`src/ccsr_params.svh`:
```
// Notes on behaviour
// - The timer expired flag in bit 7 is set when the running timer counts down to zero.
// - The timer expired flag is cleared by writing 1 to bit 7 or by stopping the timer with its run bit at 0.
// - The remote read flag in bit 6 is set at the end of a remote read strobe when remote access is enabled and data memory is targeted.
// - The remote write flag in bit 5 is set at the end of a remote write strobe under the same conditions.
// - The remote read and write flags stay set until software writes 1 to that bit, which clears only that flag.
// - Bit 4 is read-only and shows the level of the bidirectional interrupt pin.
// - The pin level in bit 4 is resampled once at the start of every instruction cycle.
// - Bit 3 follows the sign of the result of an arithmetic, logical or shift instruction.
// - Bit 2 goes high when an arithmetic instruction overflows.
// - Bit 1 goes high when an arithmetic instruction makes a carry or a borrow.
// - For shifts and rotates bit 1 takes the last bit shifted out of the operand.
// - Bit 0 goes high when an arithmetic, logical or shift instruction gives a zero result.
// - The timer counts down from its present value while the run bit is high and holds while it is low.
`ifndef CCSR_PARAMS_SVH
`define CCSR_PARAMS_SVH

// bit positions in the condition code register
`define CCSR_BIT_TIMER 7
`define CCSR_BIT_RD 6
`define CCSR_BIT_WR 5
`define CCSR_BIT_PIN 4
`define CCSR_BIT_NEG 3
`define CCSR_BIT_OVF 2
`define CCSR_BIT_CARRY 1
`define CCSR_BIT_ZERO 0

// reset value of the whole register
`define CCSR_RESET 8'h00

// timer width and prescaler terminal counts (cpu clock /16 and /2)
`define CCSR_TMR_W 16
`define CCSR_DIV_W 4
`define CCSR_DIV_SLOW 4'hF
`define CCSR_DIV_FAST 4'h1

`endif

```
`src/ccsr_pkg.sv`:
```
`default_nettype none
package ccsr_pkg;
   // class of the instruction that updates the result flags
   typedef enum logic [1:0] {
      CCSR_OP_NONE = 2'h0,
      CCSR_OP_ARITH = 2'h1,
      CCSR_OP_LOGIC = 2'h3,
      CCSR_OP_SHIFT = 2'h2
   } ccsr_alu_op_e;
endpackage : ccsr_pkg
`default_nettype wire

```
`src/ccsr_top.sv`:
```
`timescale 1ns/100ps
`default_nettype none
`include "ccsr_params.svh"
module ccsr_top (
   input wire logic CLK_SYS,
   input wire logic NRST,
   // cpu side write port of the condition code register
   input wire logic COND_WR,
   input wire logic [7:0] COND_WDATA,
   output logic [7:0] COND_RDATA,
   // timer control from the auxiliary control register
   input wire logic TIMER_RUN,
   input wire logic TIMER_LOAD,
   input wire logic [`CCSR_TMR_W-1:0] TIMER_LOAD_VAL,
   input wire logic TIMER_CLK_SEL,
   output logic [`CCSR_TMR_W-1:0] TIMER_COUNT,
   // remote host strobes and qualifiers
   input wire logic REMOTE_READ_STROBE,
   input wire logic REMOTE_WRITE_STROBE,
   input wire logic REMOTE_ACCESS_ENABLE,
   input wire logic REMOTE_IFACE_DMEM,
   // bidirectional interrupt pin level and instruction timing
   input wire logic BIDIR_IRQ_LEVEL,
   input wire logic INSTR_START,
   // alu result of the current instruction
   input wire logic ALU_UPDATE,
   input wire logic [1:0] ALU_OP,
   input wire logic [7:0] ALU_RESULT,
   input wire logic ALU_OVF,
   input wire logic ALU_CARRY,
   input wire logic ALU_SHIFT_OUT
);
   // trailing edge of an active-high strobe
   function automatic logic trailing(input logic prev, input logic cur);
      trailing = prev && !cur;
   endfunction : trailing

   logic rst_meta;
   logic rst_n;
   logic [7:0] condition_code_reg;
   logic rd_prev;
   logic wr_prev;
   logic run_prev;
   logic tmr_expire;
   logic [`CCSR_TMR_W-1:0] tmr_count;

   // reset release through two flops; assertion stays asynchronous
   always_ff @(posedge CLK_SYS or negedge NRST) begin
      if (!NRST) begin
         rst_meta <= 1'b0;
         rst_n <= 1'b0;
      end else begin
         rst_meta <= 1'b1;
         rst_n <= rst_meta;
      end
   end

   // timer and its prescaler
   ccsr_timer u_timer (
      .clk(CLK_SYS),
      .rst_n(rst_n),
      .run(TIMER_RUN),
      .load(TIMER_LOAD),
      .load_val(TIMER_LOAD_VAL),
      .clk_sel(TIMER_CLK_SEL),
      .count(tmr_count),
      .expire(tmr_expire)
   );

   // instruction class decode
   ccsr_pkg::ccsr_alu_op_e alu_op;
   wire is_arith;
   wire is_logic;
   wire is_shift;
   wire alu_any;
   assign alu_op = ccsr_pkg::ccsr_alu_op_e'(ALU_OP);
   assign is_arith = ALU_UPDATE && (alu_op == ccsr_pkg::CCSR_OP_ARITH);
   assign is_logic = ALU_UPDATE && (alu_op == ccsr_pkg::CCSR_OP_LOGIC);
   assign is_shift = ALU_UPDATE && (alu_op == ccsr_pkg::CCSR_OP_SHIFT);
   assign alu_any = is_arith || is_logic || is_shift;

   // event detection; qualifiers are taken in the cycle the strobe ends
   wire remote_ok;
   wire rd_event;
   wire wr_event;
   wire run_stop;
   assign remote_ok = REMOTE_ACCESS_ENABLE && REMOTE_IFACE_DMEM;
   assign rd_event = trailing(rd_prev, REMOTE_READ_STROBE) && remote_ok;
   assign wr_event = trailing(wr_prev, REMOTE_WRITE_STROBE) && remote_ok;
   assign run_stop = trailing(run_prev, TIMER_RUN); // writing 0 to the run bit

   // software write-one-to-clear terms
   wire clr_timer;
   wire clr_rd;
   wire clr_wr;
   assign clr_timer = (COND_WR && COND_WDATA[`CCSR_BIT_TIMER]) || run_stop;
   assign clr_rd = COND_WR && COND_WDATA[`CCSR_BIT_RD];
   assign clr_wr = COND_WR && COND_WDATA[`CCSR_BIT_WR];

   // sticky flags: a set in the same cycle as a clear wins so no event is lost
   wire next_timer;
   wire next_rd;
   wire next_wr;
   assign next_timer = tmr_expire || (condition_code_reg[`CCSR_BIT_TIMER] && !clr_timer);
   assign next_rd = rd_event || (condition_code_reg[`CCSR_BIT_RD] && !clr_rd);
   assign next_wr = wr_event || (condition_code_reg[`CCSR_BIT_WR] && !clr_wr);

   // pin level only moves at instruction start; software data for this bit is dropped
   wire next_pin;
   assign next_pin = INSTR_START ? BIDIR_IRQ_LEVEL : condition_code_reg[`CCSR_BIT_PIN];

   // result flags; the alu wins over a software load in the same cycle,
   // since the instruction that updates them retires last
   wire next_neg;
   wire next_ovf;
   wire next_carry;
   wire next_zero;
   assign next_neg = alu_any ? ALU_RESULT[7] :
      (COND_WR ? COND_WDATA[`CCSR_BIT_NEG] : condition_code_reg[`CCSR_BIT_NEG]);
   assign next_ovf = is_arith ? ALU_OVF :
      (COND_WR ? COND_WDATA[`CCSR_BIT_OVF] : condition_code_reg[`CCSR_BIT_OVF]);
   assign next_carry = is_arith ? ALU_CARRY :
      (is_shift ? ALU_SHIFT_OUT :
      (COND_WR ? COND_WDATA[`CCSR_BIT_CARRY] : condition_code_reg[`CCSR_BIT_CARRY]));
   assign next_zero = alu_any ? (ALU_RESULT == 8'h00) :
      (COND_WR ? COND_WDATA[`CCSR_BIT_ZERO] : condition_code_reg[`CCSR_BIT_ZERO]);

   wire [7:0] next_cond;
   assign next_cond = {next_timer, next_rd, next_wr, next_pin,
                       next_neg, next_ovf, next_carry, next_zero};

   // the register itself; it is also the read port so reads see it directly
   always_ff @(posedge CLK_SYS or negedge rst_n) begin
      if (!rst_n) begin
         condition_code_reg <= `CCSR_RESET;
      end else begin
         condition_code_reg <= next_cond;
      end
   end

   // edge history of strobes and run bit; reset low so a low strobe at release is not an edge
   always_ff @(posedge CLK_SYS or negedge rst_n) begin
      if (!rst_n) begin
         rd_prev <= 1'b0;
         wr_prev <= 1'b0;
         run_prev <= 1'b0;
      end else begin
         rd_prev <= REMOTE_READ_STROBE;
         wr_prev <= REMOTE_WRITE_STROBE;
         run_prev <= TIMER_RUN;
      end
   end

   assign COND_RDATA = condition_code_reg;
   assign TIMER_COUNT = tmr_count;
endmodule : ccsr_top
`default_nettype wire

```
`src/ccsr_timer.sv`:
```
`timescale 1ns/100ps
`default_nettype none
`include "ccsr_params.svh"
module ccsr_timer (
   input wire logic clk,
   input wire logic rst_n,
   input wire logic run,
   input wire logic load,
   input wire logic [`CCSR_TMR_W-1:0] load_val,
   input wire logic clk_sel,
   output logic [`CCSR_TMR_W-1:0] count,
   output logic expire
);
   logic [`CCSR_DIV_W-1:0] div;
   logic [`CCSR_DIV_W-1:0] div_limit;
   logic tick;
   logic step;
   logic [`CCSR_TMR_W-1:0] next_count;

   // prescaler enable; the divider only runs with the timer so the first step is a full period
   assign div_limit = clk_sel ? `CCSR_DIV_FAST : `CCSR_DIV_SLOW;
   assign tick = run && (div >= div_limit);
   assign step = tick && (count != '0); // a timer sitting at zero does not wrap
   assign next_count = load ? load_val : (step ? count - 1'b1 : count);

   // prescaler counter
   always_ff @(posedge clk or negedge rst_n) begin
      if (!rst_n) begin
         div <= '0;
      end else if (!run || tick || load) begin
         div <= '0;
      end else begin
         div <= div + 1'b1;
      end
   end

   // count and a one-cycle pulse on reaching zero
   always_ff @(posedge clk or negedge rst_n) begin
      if (!rst_n) begin
         count <= '0;
         expire <= 1'b0;
      end else begin
         count <= next_count;
         expire <= step && !load && (count == 16'h0001);
      end
   end
endmodule : ccsr_timer
`default_nettype wire

```
`config.mk`:
```
export PLATFORM = sky130hd
export DESIGN_NAME = ccsr_top
export DESIGN_NICKNAME = d
export VERILOG_FILES = /design/src/ccsr_pkg.sv /design/src/ccsr_top.sv /design/src/ccsr_timer.sv
export VERILOG_INCLUDE_DIRS = /design/src /design/src/src
export SDC_FILE = /design/constraint.sdc
export NUM_CORES = 1
export LEC_CHECK = 0
export BUFFER_PORTS_ARGS = -buffer_cell sky130_fd_sc_hd__buf_2
export CAP_MARGIN = 20
export CORE_ASPECT_RATIO = 1.1
export CORE_MARGIN = 2
export CORE_UTILIZATION = 52
export DETAILED_ROUTE_END_ITERATION = 12
export PLACE_DENSITY = 0.85
export SYNTH_ARGS = -nofsm -noshare
export SYNTH_HDL_FRONTEND = slang
export SYNTH_HIERARCHICAL = 1
export SYNTH_SLANG_ARGS = --single-unit
```
`constraint.sdc`:
```
create_clock -name CLK_SYS -period 2.9 [get_ports CLK_SYS]
set_input_delay 0.58 -clock CLK_SYS [delete_from_list [all_inputs] [get_ports CLK_SYS]]
set_output_delay 0.58 -clock CLK_SYS [all_outputs]
set_load 0.1 [all_outputs]
```
==> impl_metrics.prom <==
# TYPE chip_impl_metric gauge
chip_impl_info{name="run_status",value="finished clean"} 1
chip_impl_info{name="end_kind",value="register"} 1
chip_impl_metric{name="drt-wirelength-per-cell",unit="um"} 12.2
chip_impl_metric{name="reg2reg_depth",unit=""} 5
chip_impl_info{name="kind_of_start_point_of_the_critical_path",value="register"} 1
chip_impl_metric{name="syn-mean-instance-area",unit="um^2"} 9.72
chip_impl_metric{name="min_period_over_period",unit="%"} 78.2
chip_impl_metric{name="final_layout_size_suffix_gt1_share",unit="%"} 33.2
chip_impl_metric{name="syn_nets",unit=""} 249
chip_impl_info{name="critical_path.slowest_cell",value="nand4_1"} 1
chip_impl_metric{name="die_height",unit="um"} 66.8
chip_impl_metric{name="switching_share",unit="%"} 39.8
chip_impl_metric{name="clkLatencyLatePin",unit="ns"} 0.33
chip_impl_metric{name="fillers",unit=""} 276
chip_impl_metric{name="drt-pass1-iter-count",unit=""} 4
chip_impl_metric{name="leakage",unit="nW"} 1.12
chip_impl_metric{name="n_antenna_cell",unit=""} 0
chip_impl_metric{name="timing.critical_path.required",unit="ns"} 3.12
chip_impl_metric{name="clockBufferDepth",unit=""} 2
chip_impl_metric{name="core-area",unit="um^2"} 3390
chip_impl_metric{name="cellInternalPower",unit="mW"} 0.793
chip_impl_metric{name="synth-edff-count",unit=""} 0
chip_impl_metric{name="minimum_setup_slack_among_reg_to_reg_paths",unit="ns"} 0.63
chip_impl_metric{name="drtAntennaViolNets",unit=""} 0
chip_impl_metric{name="post_cts_resized",unit=""} 0
chip_impl_metric{name="hold_viol_final",unit=""} 0
chip_impl_info{name="ctsRootBufferMaster",value="clkbuf_4"} 1
chip_impl_metric{name="setup-tns-final",unit="ns"} 0
chip_impl_metric{name="num_vias",unit=""} 1682
chip_impl_metric{name="maxSlewViolCount",unit=""} 0
chip_impl_metric{name="cts_hold_buffers",unit=""} 1
chip_impl_metric{name="crit_path_max_incr_delay",unit="ns"} 0.53
chip_impl_info{name="synth_flop_cell",value="dfrtp_1"} 1
chip_impl_metric{name="wl",unit="mm"} 3.86
chip_impl_metric{name="drt_drc_violations_left",unit=""} 0
chip_impl_info{name="layout_commonest_cell",value="buf_2"} 1
chip_impl_metric{name="cts.htree.levels",unit=""} 2
chip_impl_metric{name="iteration_0_drc_markers",unit=""} 94
chip_impl_metric{name="clock_skew",unit="ns"} 0.00730
chip_impl_metric{name="crit_path_time_final",unit="ns"} 2.27
chip_impl_metric{name="power.sequential.fraction",unit="%"} 41.6
chip_impl_metric{name="grt_pass1_wl",unit="mm"} 6.52
chip_impl_metric{name="synth.cell_area",unit="um^2"} 1870
chip_impl_metric{name="floorplan.die_area",unit="um^2"} 4080
chip_impl_metric{name="seq_area_frac_synth",unit="%"} 45.6
chip_impl_metric{name="ys.warnings.count",unit=""} 6
chip_impl_metric{name="clock-sinks",unit=""} 34
chip_impl_info{name="critical_path.reg2reg.startpoint",value="u_timer/count[8]"} 1
chip_impl_metric{name="setup_viol",unit=""} 0
chip_impl_metric{name="setup_buffers_after_cts",unit=""} 0
chip_impl_info{name="hold_path_class",value="register to asynchronous set/reset pin"} 1
chip_impl_metric{name="postSynthRegisterBits",unit=""} 34
chip_impl_info{name="most-common-layout-cells",value="72 x buf_2, 34 x dfrtp_1, 21 x nand2_1, 13 x o21ai_0"} 1
chip_impl_metric{name="grt_max_degree",unit=""} 33
chip_impl_metric{name="floorplan.die.width",unit="um"} 61.1
chip_impl_info{name="path_cells",value="nor3_1 -> nand4_1 -> o2111ai_1 -> xnor2_1 -> mux2_2"} 1
chip_impl_metric{name="worst_slack",unit="ns"} 0.632
chip_impl_metric{name="clk_pin_slew_worst_paths",unit="ns"} 0.10
chip_impl_info{name="critical-path-top-delay-family",value="simple AND/OR/NAND/NOR gates"} 1
chip_impl_metric{name="synth_compound_gate_area_share",unit="%"} 11.8
chip_impl_metric{name="cts_buffers",unit=""} 5
chip_impl_metric{name="avgViaCountPerCell",unit=""} 5.32
chip_impl_metric{name="gp_congestion",unit=""} 0.762
chip_impl_metric{name="synth-xor-area-share",unit="%"} 7.98
chip_impl_metric{name="netlist_instances",unit=""} 192
chip_impl_metric{name="yosys.cell_types.count",unit=""} 42
chip_impl_metric{name="p_per_area",unit="nW/um^2"} 560
chip_impl_metric{name="cp_max_fo",unit=""} 14
chip_impl_metric{name="synth_largest_type_area_fraction",unit="%"} 45.6
chip_impl_metric{name="p_sw",unit="mW"} 0.525
chip_impl_metric{name="floorplan.io_pins",unit=""} 74
chip_impl_metric{name="asyncSetResetFlopFracSynth",unit="%"} 100
chip_impl_metric{name="grt.overflow.total",unit=""} 0
chip_impl_metric{name="io_buffer_count",unit=""} 72
chip_impl_metric{name="design.final.nets",unit=""} 324
chip_impl_metric{name="ir_drop",unit="V"} 0.000409
chip_impl_info{name="worst-setup-path-type",value="register to register"} 1
chip_impl_metric{name="initial_util",unit="%"} 55.1
chip_impl_metric{name="timing.critical_path.arrival",unit="ns"} 2.49
chip_impl_metric{name="path_buf_inv",unit=""} 0
chip_impl_metric{name="area.growth.synth_to_final",unit="%"} 26.2
chip_impl_info{name="synth.largest_area_cell",value="dfrtp_1"} 1
chip_impl_metric{name="adder_and_majority_gate_portion_of_the_synthesized_area",unit="%"} 4.69
chip_impl_metric{name="highest_achievable_clock_rate",unit="MHz"} 441
chip_impl_info{name="ys_top_cells_by_area",value="dfrtp_1 46%, xor2_1 5.2%, ha_1 4.7%, nand2_1 4.2%, o21ai_0 3.5%"} 1
chip_impl_metric{name="worst_slew_pin_slew",unit="ns"} 0.537
chip_impl_info{name="setup_repair_after_global_routing_missed_its_margin",value="false"} 1
chip_impl_metric{name="core.rowCount",unit=""} 22
chip_impl_metric{name="max-slew-margin-rel",unit="%"} 64.1
chip_impl_info{name="cts_tree",value="built"} 1
chip_impl_metric{name="number_of_antenna_violations_at_the_first_check_in_global_routing",unit=""} 0
chip_impl_metric{name="synth_simple_gate_area_share",unit="%"} 21.2
chip_impl_metric{name="cap_viol_max_count",unit=""} 0
chip_impl_metric{name="power_frac_comb",unit="%"} 33.2
chip_impl_metric{name="grt_pass1_vias",unit=""} 1633
chip_impl_metric{name="grt_usage",unit="%"} 21.2
chip_impl_info{name="worstReg2RegEnd",value="u_timer/count[5]"} 1
chip_impl_info{name="main_combinational_cell_family_by_area_after_synthesis",value="simple AND/OR/NAND/NOR gates"} 1
chip_impl_metric{name="detailedPlacementHpwl",unit="mm"} 2.87
chip_impl_metric{name="synthMuxAreaShare",unit="%"} 5.16
chip_impl_metric{name="power.share.clock",unit="%"} 25.2
chip_impl_metric{name="pre_cts_ws",unit="ns"} 0.681
-- worst max-delay path by stage --
| stage | to | cells past startpoint | start | slack, ns |
|---|---|---|---|---|
| 6_report | u_timer/count[5] | 5 | u_timer/count[8] | 0.63 |
| 5_1_grt | u_timer/count[5] | 5 | u_timer/count[8] | 0.42 |
| 4_1_cts | u_timer/count[5] | 5 | u_timer/count[8] | 0.64 |
| 3_5_place_dp | u_timer/count[5] | 5 | u_timer/count[8] | 0.68 |
| 3_3_place_gp | u_timer/count[5] | 5 | u_timer/count[8] | 0.77 |
| 2_1_floorplan | u_timer/count[9] | 5 | u_timer/count[4] | 0.26 |
-- per-stage QoR --
step	hold WS [ns]	power, mW	utilization [%]	std cells	area (um^2)
detailed placement	0.276	0.994	67.0	307	2270
global route	0.315	1.39	69.5	316	2350
CTS	0.281	1.33	69.5	316	2350
global placement	0.265	0.987	67.0	307	2270
finish	0.265	1.32	69.5	316	2350
floorplan	0.284	0.896	-	192	1870
-- registers in the layout, indices dropped and copies added, names as in the netlist --
register	flops
u_timer/expire	1
run_prev	1
u_timer/div	4
wr_prev	1
rst_meta	1
u_timer/count	16
rd_prev	1
rst_n	1
COND_RDATA	8
-- Yosys cell counts (all sizes together), types with 6 or more instances --
cell   count
a21oi      6
dfrtp     34
ha         7
inv        6
nand2     21
nand4      8
nor2      11
nor3       9
o21ai     15
xnor2      6
xor2      11
-- worst register-to-register path, stage by stage, from the launching register on --
cell	delay (ns)
dfrtp_1	0.45
nor3_1	0.39
nand4_1	0.53
o2111ai_1	0.43
xnor2_1	0.11
mux2_2	0.26
-- layer usage --
metal / up-vias / track usage (%) / wire, um
met5: - / 0 / 0
met4: 0 / 9.51 / 39
met3: 6 / 4.85 / 301
met2: 73 / 36.3 / 1830
met1: 760 / 24.7 / 1680
li1: 843 / - / -
-- power groups by stage --
stage	Combinational (mW)	Sequential (mW)	Clock [mW]
after CTS	0.439	0.548	0.345
after global placement	0.431	0.555	0
final	0.437	0.548	0.333
after detailed placement	0.437	0.557	0
after global routing	0.464	0.554	0.370
after floorplan	0.0956	0.800	0
-- cell families (layout without fill, tap and decap cells) --
logic type | after synthesis | after routing
AO/OA/AOI/OAI | 35 | 35
XOR/XNOR | 17 | 17
adder cells (fa/ha/maj) | 7 | 7
buffers and inverters | 14 | 90
flip-flops | 34 | 34
multiplexers | 9 | 9
other | 1 | 1
AND/OR/NAND/NOR | 75 | 75
-- final cells by class --
type                    instances  area (um^2)  area share, %
clock buffers                   7         45.0           1.91
well taps                      48         60.1           2.55
inverters                       6         22.5          0.957
repair buffers                 76          393           16.7
multi-input cells             144          952           40.5
flip-flops and latches         34          851           36.2
clock inverters                 1         30.0           1.28
No activity file was read; power rests on OpenSTA's default activity.
